<file path="src/rtl/rmc_defs.svh">
// Register map, field positions, reset values and widths of the regulator monitor control.
`ifndef RMC_DEFS_SVH
`define RMC_DEFS_SVH

`define RMC_ADDR_W 8
`define RMC_DATA_W 8
`define RMC_OFFSET_CTRL 8'h00
`define RMC_RD_UNMAPPED 8'h00
`define RMC_BIT_STATUS 2
`define RMC_BIT_IRQ_EN 1
`define RMC_BIT_IRQ_FLAG 0
`define RMC_RST_IRQ_EN 1'b0
`define RMC_RST_IRQ_FLAG 1'b0
`define RMC_RST_STATUS 1'b0
`define RMC_RST_POR 1'b1
`define RMC_RST_LVR 1'b0
`define RMC_CMP_W 5
`define RMC_CMP_RST 5'h04
`define RMC_CMP_REF_BELOW 4
`define RMC_CMP_REF_ABOVE 3
`define RMC_CMP_CORE_POR 2
`define RMC_CMP_CORE_BELOW 1
`define RMC_CMP_CORE_ABOVE 0

`endif

</file>
<file path="src/rtl/rmc_pkg.sv">
// Types shared by the regulator monitor control modules.
package rmc_pkg;

   typedef enum logic [1:0] {
      RMC_FULL_PERF,
      RMC_REDUCED_PWR,
      RMC_SHUTDOWN
   } rmc_mode_t;

   typedef struct packed {
      rmc_mode_t mode;
      logic irqEnable;
      logic irqFlag;
      logic statusPrev;
      logic por;
      logic irq;
      logic [7:0] rdData;
   } rmc_ctrl_state_t;

endpackage : rmc_pkg

</file>
<file path="src/rtl/rmc_regulator_monitor_control.sv">
// Regulator monitor control: control/status register, mode gating, reset and interrupt outputs.
//
// Functional notes
// - Status bit 2 is read-only, follows the monitored supply, writes ignored.
// - Status reads 1 only in full mode, from below assert level until above deassert level, else 0.
// - Enable bit 1 gates the interrupt request raised by a set flag.
// - Flag bit 0 sets on every status change, rising or falling.
// - Flag clears only by writing 1; writing 0 leaves it.
// - Entering reduced-power mode never clears the flag by itself.
// - Detection works only in full-performance mode; a set and enabled flag raises the interrupt in any mode.
// - Status sets below assert level, clears above deassert level, hysteresis.
// - Power-on reset high while core supply low, active in all modes.
// - Power-on reset high holds chip in reset; falling releases start-up.
// - Low-voltage reset asserts below assert level, negates above deassert level.
// - Low-voltage reset only in full mode, never asserts otherwise.
// - Reduced-power mode during stop mode, full mode otherwise, unless shutdown.
`timescale 1ns/10ps
`default_nettype none
`include "rmc_defs.svh"

module rmc_regulator_monitor_control
   import rmc_pkg::*;
#(
   parameter int ADDR_W = `RMC_ADDR_W,
   parameter int DATA_W = `RMC_DATA_W
)
(
   input wire logic clk,
   input wire logic srst,
   input wire logic [ADDR_W-1:0] addr,
   input wire logic [DATA_W-1:0] wrData,
   input wire logic wrEn,
   input wire logic rdEn,
   output logic [DATA_W-1:0] rdData,
   input wire logic regulatorEnableIn,
   input wire logic stopModeIn,
   input wire logic refBelowIrqAssert,
   input wire logic refAboveIrqDeassert,
   input wire logic coreBelowPorRelease,
   input wire logic coreBelowResetAssert,
   input wire logic coreAboveResetDeassert,
   output logic powerOnResetOut,
   output logic lowVoltageResetOut,
   output logic lowVoltageIrq,
   output logic lowVoltageStatus
);

   rmc_ctrl_state_t state_r;
   rmc_ctrl_state_t state_nxt;
   logic [`RMC_CMP_W-1:0] cmpSync;
   logic modeFull;
   logic status;
   logic lvrLevel;
   logic ctrlWrite;
   logic ctrlRead;

   // -----------------------------------------------------------------
   // Address decode.
   // -----------------------------------------------------------------
   function automatic logic hitCtrl(input logic [ADDR_W-1:0] a);
      hitCtrl = (a == ADDR_W'(`RMC_OFFSET_CTRL));
   endfunction : hitCtrl

   assign ctrlWrite = wrEn && hitCtrl(addr);
   assign ctrlRead = rdEn && hitCtrl(addr);
   assign modeFull = (state_r.mode == RMC_FULL_PERF);

   // -----------------------------------------------------------------
   // Comparator synchronisers.
   // -----------------------------------------------------------------
   rmc_sync #(
      .W(`RMC_CMP_W),
      .RESET_VAL(`RMC_CMP_RST)
   ) u_cmpSync (
      .clk(clk),
      .srst(srst),
      .asyncIn({refBelowIrqAssert, refAboveIrqDeassert, coreBelowPorRelease,
                coreBelowResetAssert, coreAboveResetDeassert}),
      .syncOut(cmpSync)
   );

   // -----------------------------------------------------------------
   // Low-voltage detect and low-voltage reset levels.
   // -----------------------------------------------------------------
   rmc_hysteresis u_detect (
      .clk(clk),
      .srst(srst),
      .enable(modeFull),
      .belowAssert(cmpSync[`RMC_CMP_REF_BELOW]),
      .aboveDeassert(cmpSync[`RMC_CMP_REF_ABOVE]),
      .level(status)
   );

   rmc_hysteresis u_lvReset (
      .clk(clk),
      .srst(srst),
      .enable(modeFull),
      .belowAssert(cmpSync[`RMC_CMP_CORE_BELOW]),
      .aboveDeassert(cmpSync[`RMC_CMP_CORE_ABOVE]),
      .level(lvrLevel)
   );

   // -----------------------------------------------------------------
   // Next state.
   // -----------------------------------------------------------------
   always_comb
   begin
      state_nxt = state_r;
      // Mode selection from the enable pin and the stop mode level.
      if (!regulatorEnableIn)
      begin
         state_nxt.mode = RMC_SHUTDOWN;
      end
      else if (stopModeIn)
      begin
         state_nxt.mode = RMC_REDUCED_PWR;
      end
      else
      begin
         state_nxt.mode = RMC_FULL_PERF;
      end
      // Control writes; the status bit is not writable.
      if (ctrlWrite)
      begin
         state_nxt.irqEnable = wrData[`RMC_BIT_IRQ_EN];
         if (wrData[`RMC_BIT_IRQ_FLAG])
         begin
            state_nxt.irqFlag = 1'b0;
         end
      end
      // A status change sets the flag and wins over a clear.
      state_nxt.statusPrev = status;
      if (status != state_r.statusPrev)
      begin
         state_nxt.irqFlag = 1'b1;
      end
      state_nxt.irq = state_r.irqFlag && state_r.irqEnable;
      state_nxt.por = cmpSync[`RMC_CMP_CORE_POR];
      // Read data stand in the cycle after the read strobe only.
      state_nxt.rdData = `RMC_RD_UNMAPPED;
      if (ctrlRead)
      begin
         state_nxt.rdData[`RMC_BIT_STATUS] = status;
         state_nxt.rdData[`RMC_BIT_IRQ_EN] = state_r.irqEnable;
         state_nxt.rdData[`RMC_BIT_IRQ_FLAG] = state_r.irqFlag;
      end
   end

   // -----------------------------------------------------------------
   // Registers.
   // -----------------------------------------------------------------
   always_ff @(posedge clk)
   begin
      if (srst)
      begin
         state_r.mode <= RMC_FULL_PERF;
         state_r.irqEnable <= `RMC_RST_IRQ_EN;
         state_r.irqFlag <= `RMC_RST_IRQ_FLAG;
         state_r.statusPrev <= `RMC_RST_STATUS;
         state_r.por <= `RMC_RST_POR;
         state_r.irq <= 1'b0;
         state_r.rdData <= `RMC_RD_UNMAPPED;
      end
      else
      begin
         state_r <= state_nxt;
      end
   end

   assign rdData = state_r.rdData;
   assign powerOnResetOut = state_r.por;
   assign lowVoltageResetOut = lvrLevel;
   assign lowVoltageIrq = state_r.irq;
   assign lowVoltageStatus = status;

   // -----------------------------------------------------------------
   // Assertions.
   // -----------------------------------------------------------------
   property p_statusOffMode;
      @(posedge clk) disable iff (srst)
      !modeFull |=> !lowVoltageStatus;
   endproperty
   a_statusOffMode: assert property (p_statusOffMode)
      else $error("Status set outside full-performance mode.");

   property p_statusSet;
      @(posedge clk) disable iff (srst)
      modeFull && cmpSync[`RMC_CMP_REF_BELOW] |=> lowVoltageStatus;
   endproperty
   a_statusSet: assert property (p_statusSet)
      else $error("Status not set below assert level.");

   property p_statusClear;
      @(posedge clk) disable iff (srst)
      cmpSync[`RMC_CMP_REF_ABOVE] && !cmpSync[`RMC_CMP_REF_BELOW] |=> !lowVoltageStatus;
   endproperty
   a_statusClear: assert property (p_statusClear)
      else $error("Status not cleared above deassert level.");

   property p_flagOnChange;
      @(posedge clk) disable iff (srst)
      !$stable(lowVoltageStatus) ##1 1'b1 |-> state_r.irqFlag;
   endproperty
   a_flagOnChange: assert property (p_flagOnChange)
      else $error("Flag not set after status change.");

   property p_flagHold;
      @(posedge clk) disable iff (srst)
      state_r.irqFlag && !(ctrlWrite && wrData[`RMC_BIT_IRQ_FLAG]) |=> state_r.irqFlag;
   endproperty
   a_flagHold: assert property (p_flagHold)
      else $error("Flag lost without a write of one.");

   property p_flagClear;
      @(posedge clk) disable iff (srst)
      ctrlWrite && wrData[`RMC_BIT_IRQ_FLAG] && (status == state_r.statusPrev)
         |=> !state_r.irqFlag;
   endproperty
   a_flagClear: assert property (p_flagClear)
      else $error("Write of one did not clear the flag.");

   property p_irqFollows;
      @(posedge clk) disable iff (srst)
      ##1 lowVoltageIrq == ($past(state_r.irqFlag) && $past(state_r.irqEnable));
   endproperty
   a_irqFollows: assert property (p_irqFollows)
      else $error("Interrupt request does not follow flag and enable.");

   property p_porFollows;
      @(posedge clk) disable iff (srst)
      cmpSync[`RMC_CMP_CORE_POR] |=> powerOnResetOut;
   endproperty
   a_porFollows: assert property (p_porFollows)
      else $error("Power-on reset low while core supply below threshold.");

   property p_lvrOffMode;
      @(posedge clk) disable iff (srst)
      !modeFull |=> !lowVoltageResetOut;
   endproperty
   a_lvrOffMode: assert property (p_lvrOffMode)
      else $error("Low-voltage reset outside full-performance mode.");

   property p_lvrAssert;
      @(posedge clk) disable iff (srst)
      modeFull && cmpSync[`RMC_CMP_CORE_BELOW] |=> lowVoltageResetOut;
   endproperty
   a_lvrAssert: assert property (p_lvrAssert)
      else $error("Low-voltage reset not asserted below level.");

   property p_resetQuiet;
      @(posedge clk)
      srst |=> !state_r.irqEnable && !state_r.irqFlag && !lowVoltageIrq;
   endproperty
   a_resetQuiet: assert property (p_resetQuiet)
      else $error("Enable or flag not zero after reset.");

   property p_statusReadOnly;
      @(posedge clk) disable iff (srst)
      ctrlWrite |=> lowVoltageStatus == ($past(modeFull) && ($past(cmpSync[`RMC_CMP_REF_BELOW])
         || ($past(lowVoltageStatus) && !$past(cmpSync[`RMC_CMP_REF_ABOVE]))));
   endproperty
   a_statusReadOnly: assert property (p_statusReadOnly)
      else $error("Write changed the read-only status bit.");

   property p_lvrNegate;
      @(posedge clk) disable iff (srst)
      cmpSync[`RMC_CMP_CORE_ABOVE] && !cmpSync[`RMC_CMP_CORE_BELOW] |=> !lowVoltageResetOut;
   endproperty
   a_lvrNegate: assert property (p_lvrNegate)
      else $error("Low-voltage reset not negated above deassert level.");

   property p_porRelease;
      @(posedge clk) disable iff (srst)
      !cmpSync[`RMC_CMP_CORE_POR] |=> !powerOnResetOut;
   endproperty
   a_porRelease: assert property (p_porRelease)
      else $error("Power-on reset high while core supply above threshold.");

   property p_flagNoEvent;
      @(posedge clk) disable iff (srst)
      !state_r.irqFlag && (status == state_r.statusPrev) |=> !state_r.irqFlag;
   endproperty
   a_flagNoEvent: assert property (p_flagNoEvent)
      else $error("Flag set without a status change.");

   property p_enableWrite;
      @(posedge clk) disable iff (srst)
      ctrlWrite |=> state_r.irqEnable == $past(wrData[`RMC_BIT_IRQ_EN]);
   endproperty
   a_enableWrite: assert property (p_enableWrite)
      else $error("Interrupt enable does not hold the written value.");

   property p_readData;
      @(posedge clk) disable iff (srst)
      ctrlRead |=> (rdData[`RMC_BIT_STATUS] == $past(lowVoltageStatus))
         && (rdData[`RMC_BIT_IRQ_EN] == $past(state_r.irqEnable))
         && (rdData[`RMC_BIT_IRQ_FLAG] == $past(state_r.irqFlag));
   endproperty
   a_readData: assert property (p_readData)
      else $error("Read data do not show status, enable and flag.");

endmodule : rmc_regulator_monitor_control

`default_nettype wire

</file>
<file path="src/rtl/rmc_sync.sv">
// Two-stage synchroniser for a vector of asynchronous comparator levels.
`timescale 1ns/10ps
`default_nettype none

module rmc_sync
#(
   parameter int W = 1,
   parameter logic [W-1:0] RESET_VAL = '0
)
(
   input wire logic clk,
   input wire logic srst,
   input wire logic [W-1:0] asyncIn,
   output logic [W-1:0] syncOut
);

   typedef struct packed {
      logic [W-1:0] stage1;
      logic [W-1:0] stage2;
   } rmc_sync_state_t;

   rmc_sync_state_t state_r;
   rmc_sync_state_t state_nxt;

   // -----------------------------------------------------------------
   // Next state.
   // -----------------------------------------------------------------
   always_comb
   begin
      state_nxt = state_r;
      state_nxt.stage1 = asyncIn;
      state_nxt.stage2 = state_r.stage1;
   end

   // -----------------------------------------------------------------
   // Registers.
   // -----------------------------------------------------------------
   always_ff @(posedge clk)
   begin
      if (srst)
      begin
         state_r.stage1 <= RESET_VAL;
         state_r.stage2 <= RESET_VAL;
      end
      else
      begin
         state_r <= state_nxt;
      end
   end

   assign syncOut = state_r.stage2;

endmodule : rmc_sync

`default_nettype wire

</file>
<file path="src/rtl/rmc_hysteresis.sv">
// Hysteresis level with separate assert and deassert conditions and a mode enable.
`timescale 1ns/10ps
`default_nettype none

module rmc_hysteresis
(
   input wire logic clk,
   input wire logic srst,
   input wire logic enable,
   input wire logic belowAssert,
   input wire logic aboveDeassert,
   output logic level
);

   typedef struct packed {
      logic level;
   } rmc_hyst_state_t;

   rmc_hyst_state_t state_r;
   rmc_hyst_state_t state_nxt;

   // -----------------------------------------------------------------
   // Next state.
   // -----------------------------------------------------------------
   always_comb
   begin
      state_nxt = state_r;
      if (!enable)
      begin
         state_nxt.level = 1'b0;
      end
      else if (belowAssert)
      begin
         state_nxt.level = 1'b1;
      end
      else if (aboveDeassert)
      begin
         state_nxt.level = 1'b0;
      end
   end

   // -----------------------------------------------------------------
   // Registers.
   // -----------------------------------------------------------------
   always_ff @(posedge clk)
   begin
      if (srst)
      begin
         state_r.level <= 1'b0;
      end
      else
      begin
         state_r <= state_nxt;
      end
   end

   assign level = state_r.level;

endmodule : rmc_hysteresis

`default_nettype wire

</file>
<file path="config.mk">
export PLATFORM = sky130hd
export DESIGN_NAME = rmc_regulator_monitor_control
export DESIGN_NICKNAME = d
export VERILOG_FILES = /design/src/rtl/rmc_pkg.sv /design/src/rtl/rmc_regulator_monitor_control.sv /design/src/rtl/rmc_sync.sv /design/src/rtl/rmc_hysteresis.sv
export VERILOG_INCLUDE_DIRS = /design/src /design/src/rtl
export SDC_FILE = /design/constraint.sdc
export NUM_CORES = 1
export LEC_CHECK = 0
export ABC_CLOCK_PERIOD_IN_PS = 2980
export BUFFER_PORTS_ARGS = -buffer_cell sky130_fd_sc_hd__buf_4
export CORE_MARGIN = 5
export CORE_UTILIZATION = 40
export DETAILED_ROUTE_END_ITERATION = 12
export PLACE_DENSITY_LB_ADDON = 0.25
export SYNTH_ARGS = -nofsm -noshare
export SYNTH_HDL_FRONTEND = slang
export SYNTH_SLANG_ARGS = --single-unit
</file>
<file path="constraint.sdc">
create_clock -name clk -period 2.98 [get_ports clk]
set_clock_uncertainty 0.05 [all_clocks]
set_input_delay 0.447 -clock clk [delete_from_list [all_inputs] [get_ports clk]]
set_output_delay 0.447 -clock clk [all_outputs]
set_load 0.02 [all_outputs]
</file>
==> flow_summary.json, run 1 <==
{
  "status": "completed",
  "cp-startpoint": "u_detect.level",
  "synth-seq-area-share": 0.577,
  "ant_nets": 0,
  "ys_seq_elements": 22,
  "synth.cell_area_um2": 763,
  "routed_wl_mm": 1.13,
  "maxCapViolations": 0,
  "num_antenna_cells": 0,
  "final-max-slew-violation-count": 0,
  "area_delta_synth_final_pct": 26.2,
  "rows": 15,
  "vias_per_cell": 4.25,
  "tns_ns": 0,
  "dieArea_um2": 2880,
  "hold_class": "input port to register",
  "clkLatencyLatePin_ns": 0.29,
  "port_buffers": 27,
  "dp_slack_ns": 1.31,
  "grtUsageMet2": 0.173,
  "drt-initial-drc-count": 4,
  "initial_utilization": 0.433,
  "end_kind": "primary output",
  "drcViolationCount": 0,
  "grt_use_met3": 0.0526,
  "setup_viol": 0,
  "fp.dieH_um": 53.7,
  "cp_max_fo": 5,
  "vdd_drop_max_uv": 367,
  "cts_buffers": 3,
  "nNetsFinal": 123,
  "drive_gt1_frac": 0.383,
  "path_clk_slew_ns": 0.09,
  "critPathArrivalTime_ns": 0.86,
  "cts_root_buf": "clkbuf_4",
  "min_from": "regulatorEnableIn",
  "place_hpwl_um": 911,
  "placed_cells": 116,
  "ys_top_cells_by_area": "dfxtp_1, buf_4, nor2b_1",
  "p_per_area_nw_per_um2": 492,
  "cts.sinks": 22,
  "critical_path.max_stage_delay_ns": 0.41,
  "grt_pass1_wl_mm": 2.05,
  "layout_setup_ws_ns": 1.62,
  "fp.coreArea_um2": 1760,
  "layout_commonest_cell": "buf_4",
  "die_x_um": 53.7,
  "r2r-start": "u_detect.level",
  "cp-start-kind": "register",
  "grt_max_degree": 21,
  "postSynthCellCount": 70,
  "first_pass_iters": 3,
  "io_pins": 39,
  "crit_type": "register to primary output",
  "avgRoutedWirePerCell_um": 9.50,
  "path_cells": "buf_4",
  "syn_area_per_cell_um2": 10.9,
  "busiest_layer": "met2",
  "ys_types": 21,
  "cpLargestDelayFamily": "flip-flops",
  "post-route-min-period_ns": 1.36,
  "final_cells": 119,
  "antenna_found_initial": 0,
  "synth_top_area_frac": 0.577,
  "synth_top_area_cell": "dfxtp_1",
  "vias": 506,
  "cts_buffer_depth": 2,
  "cts_tree": "done",
  "place.gp.congestion": 0.637,
  "gr-total-overflow": 0,
  "grt_use_met1": 0.0991,
  "post_cts_buffers": 0,
  "p_leak_nw": 0.423,
  "crit_buf_inv": 1,
  "holdWs_ns": 0.259,
  "final_cell_mix": "buf_4, dfxtp_1, nor2b_1",
  "required_ns": 2.48,
  "grtUsageTotal": 0.0997,
  "rsz0062_at_grt": "no",
  "post-route-period-util": 0.456,
  "hold_violations": 0,
  "max_freq_mhz": 735,
  "postCtsHoldBufs": 0,
  "h-tree-depth": 1,
  "grt_pass1_vias": 497,
  "cts-resized-gates": 0,
  "synth_warnings": 0,
  "cp_slowest_cell": "dfxtp_1"
}
## final cells by class
type                    instances  area, µm²
flip-flops and latches         22        440
well taps                      25       31.3
inverters                       5       18.8
multi-input cells              37        248
repair buffers                 27        203
fillers                       178        801
clock buffers                   3       22.5
## flip-flops by register name (all words and copies together) (netlist names)
| name | cells |
|---|---|
| state_r | 5 |
| u_cmpSync.state_nxt | 5 |
| u_cmpSync.syncOut | 5 |
| rdData | 3 |
| lowVoltageIrq | 1 |
| powerOnResetOut | 1 |
| u_detect.level | 1 |
| u_lvReset.level | 1 |
## cells in the mapped netlist, drive strengths merged
cell and n:
a21oi 2, a221oi 1, and2 4, and3b 1, buf 9, clkbuf 1
conb 1, dfxtp 22, inv 5, mux2i 1, nand2b 2, nor2 2
nor2b 9, nor3 1, nor4 3, or2 3, or4 2, xnor2 1
## through the flow
step            util  cell area, µm²  total power, mW
6_report       0.546             963            0.474
5_1_grt        0.546             963            0.503
4_1_cts        0.546             963            0.481
3_5_place_dp   0.533             941            0.360
3_3_place_gp   0.533             941            0.358
2_1_floorplan      -             778            0.342
## layer usage
| layer | wire [µm] | part of all wire | up-vias |
|---|---|---|---|
| met5 | 0 | 0 | - |
| met4 | 9 | 0.0080 | 0 |
| met3 | 109 | 0.096 | 2 |
| met2 | 589 | 0.52 | 19 |
| met1 | 423 | 0.37 | 229 |
| li1 | - | - | 256 |
## power by group
| group | internal, mW | switching [mW] | total (mW) | leakage, nW |
|---|---|---|---|---|
| Clock | 0.0470 | 0.0742 | 0.121 | 0.0138 |
| Combinational | 0.0261 | 0.0197 | 0.0457 | 0.229 |
| Sequential | 0.304 | 0.00309 | 0.307 | 0.180 |
## cells by family (layout without fill, tap and decap cells)
family	after synthesis	count (layout)	synth area share
mux	1	1	0.0131
simple gates	27	27	0.251
flops	22	22	0.577
other cells	1	5	0.00491
buf+inv	15	35	0.118
xor+xnor	1	1	0.0115
compound gates	3	3	0.0246
## path summary, 6_finish.rpt
kind,endpoint,slack [ns],depth (start not counted)
hold / removal,state_r[14],0.26,2
setup reg to reg,state_r[11],1.96,3
setup / recovery,lowVoltageStatus,1.62,1
hold reg to reg,u_cmpSync.syncOut[2],0.37,1
Note: power is estimated with default switching activity, not from simulation.
==> inputs of run 2 (changes only) <==
ABC_CLOCK_PERIOD_IN_PS = 1300   (was 2980)
clock period = 1.3 ns   (was 2.98 ns; I/O delays follow)
==> flow_summary.json, run 2 (same netlist as run 1, synthesis figures left out) <==
{
  "status": "completed",
  "p_seq_frac": 0.644,
  "post-route-min-period_ns": 1.12,
  "max_freq_mhz": 891,
  "dieArea_um2": 2880,
  "h-tree-depth": 1,
  "vias_per_cell": 4.25,
  "p_int_mw": 0.866,
  "switchingPower_mw": 0.226,
  "cpLargestDelayFamily": "flip-flops",
  "cts_tree": "done",
  "cp_max_fo": 5,
  "antenna_found_initial": 0,
  "p_leak_nw": 0.428,
  "crit_type": "register to primary output",
  "cp-start-kind": "register",
  "ant_nets": 0,
  "combinationalPowerShare": 0.099,
  "cts_root_buf": "clkbuf_4",
  "routed_wl_mm": 1.16,
  "drcViolationCount": 0,
  "path_cells": "buf_4",
  "setup_viol": 0,
  "grt_pass1_vias": 503,
  "fp.coreArea_um2": 1760,
  "avgRoutedWirePerCell_um": 9.70,
  "end_kind": "primary output",
  "num_antenna_cells": 0,
  "hold_class": "input port to register",
  "drt-initial-drc-count": 3,
  "fp.dieH_um": 53.7,
  "rows": 15,
  "io_pins": 39,
  "final_area_um2": 973,
  "cp_slowest_cell": "dfxtp_1",
  "total_power_mw": 1.09,
  "area_delta_synth_final_pct": 27.5,
  "drive_gt1_frac": 0.379,
  "cts_buffer_depth": 2,
  "hold_violations": 0,
  "nNetsFinal": 124,
  "vias": 510,
  "clkLatencyLatePin_ns": 0.30,
  "grt_max_degree": 21,
  "swShare": 0.207,
  "first_pass_iters": 3,
  "place.gp.congestion": 0.662,
  "grt_pass1_wl_mm": 2.11,
  "cts.sinks": 22,
  "final_cells": 120,
  "critPathArrivalTime_ns": 0.88,
  "initial_utilization": 0.433,
  "vdd_drop_max_uv": 656,
  "path_clk_slew_ns": 0.11,
  "cts_buffers": 3,
  "dpl_cell_area_um2": 941,
  "crit_buf_inv": 1,
  "maxCapViolations": 0,
  "rsz0062_at_grt": "no",
  "port_buffers": 27,
  "final_cell_mix": "buf_4, dfxtp_1, nor2b_1",
  "layout_setup_ws_ns": 0.178,
  "dp_slack_ns": -0.119,
  "final-max-slew-violation-count": 0,
  "required_ns": 1.05,
  "pwr-share-clk": 0.257,
  "post_cts_buffers": 0,
  "p_per_area_nw_per_um2": 1120,
  "r2r_setup_slack_ns": 0.24,
  "layout_commonest_cell": "buf_4",
  "critical_path.max_stage_delay_ns": 0.42,
  "post-route-period-util": 0.863,
  "placed_cells": 116,
  "grtUsageTotal": 0.105,
  "gr-total-overflow": 0,
  "die_x_um": 53.7
}
-- run 2: cell count changes in the layout (fill, tap and decap cells not counted), sizes merged --
cell | before | now
dlygate4sd3 | 0 | 1
-- run 2: power groups by stage --
| stage | Combinational (mW) | Clock, mW | Sequential [mW] |
|---|---|---|---|
| after global placement | 0.103 | 0 | 0.719 |
| after floorplan | 0.0617 | 0 | 0.721 |
| final | 0.108 | 0.281 | 0.703 |
| after detailed placement | 0.106 | 0 | 0.719 |
| after global routing | 0.121 | 0.331 | 0.707 |
| after CTS | 0.109 | 0.296 | 0.704 |
-- run 2: routing by layer --
layer | track usage | vias up | routed length, µm | share of wire
met5 | 0 | - | 0 | 0
met4 | 0.0511 | 0 | 19 | 0.016
met3 | 0.0526 | 4 | 117 | 0.10
met2 | 0.177 | 21 | 608 | 0.52
met1 | 0.108 | 225 | 418 | 0.36
li1 | - | 260 | - | -
-- run 2: per-stage QoR --
step	hold slack (ns)	TNS, ns	utilization
final	0.0296	0	0.552
after global placement	0.309	-0.410	0.533
after detailed placement	0.312	-0.449	0.533
after CTS	0.0181	0	0.552
after global routing	0.0109	0	0.552
after floorplan	0.217	0	-
-- run 2: worst paths after layout --
path	cells past startpoint	from	to
hold / removal	2	coreBelowPorRelease	u_cmpSync.state_nxt[2]
setup / recovery	1	u_detect.level	lowVoltageStatus
hold reg to reg	1	u_cmpSync.state_nxt[2]	u_cmpSync.syncOut[2]
setup reg to reg	3	u_detect.level	state_r[11]
-- run 2: final cells by class --
class	instances	area, µm²
flip-flops and latches	22	440
well taps	25	31.3
inverters	5	18.8
clock buffers	3	22.5
fillers	175	791
repair buffers	28	213
multi-input cells	37	248
-- run 2: what timing repair did --
action | CTS | global route
hold endpoints to repair | 1 | 0
gates resized for setup | 0 | 0
hold buffers | 1 | 0
endpoints found under the setup margin | 0 | 0
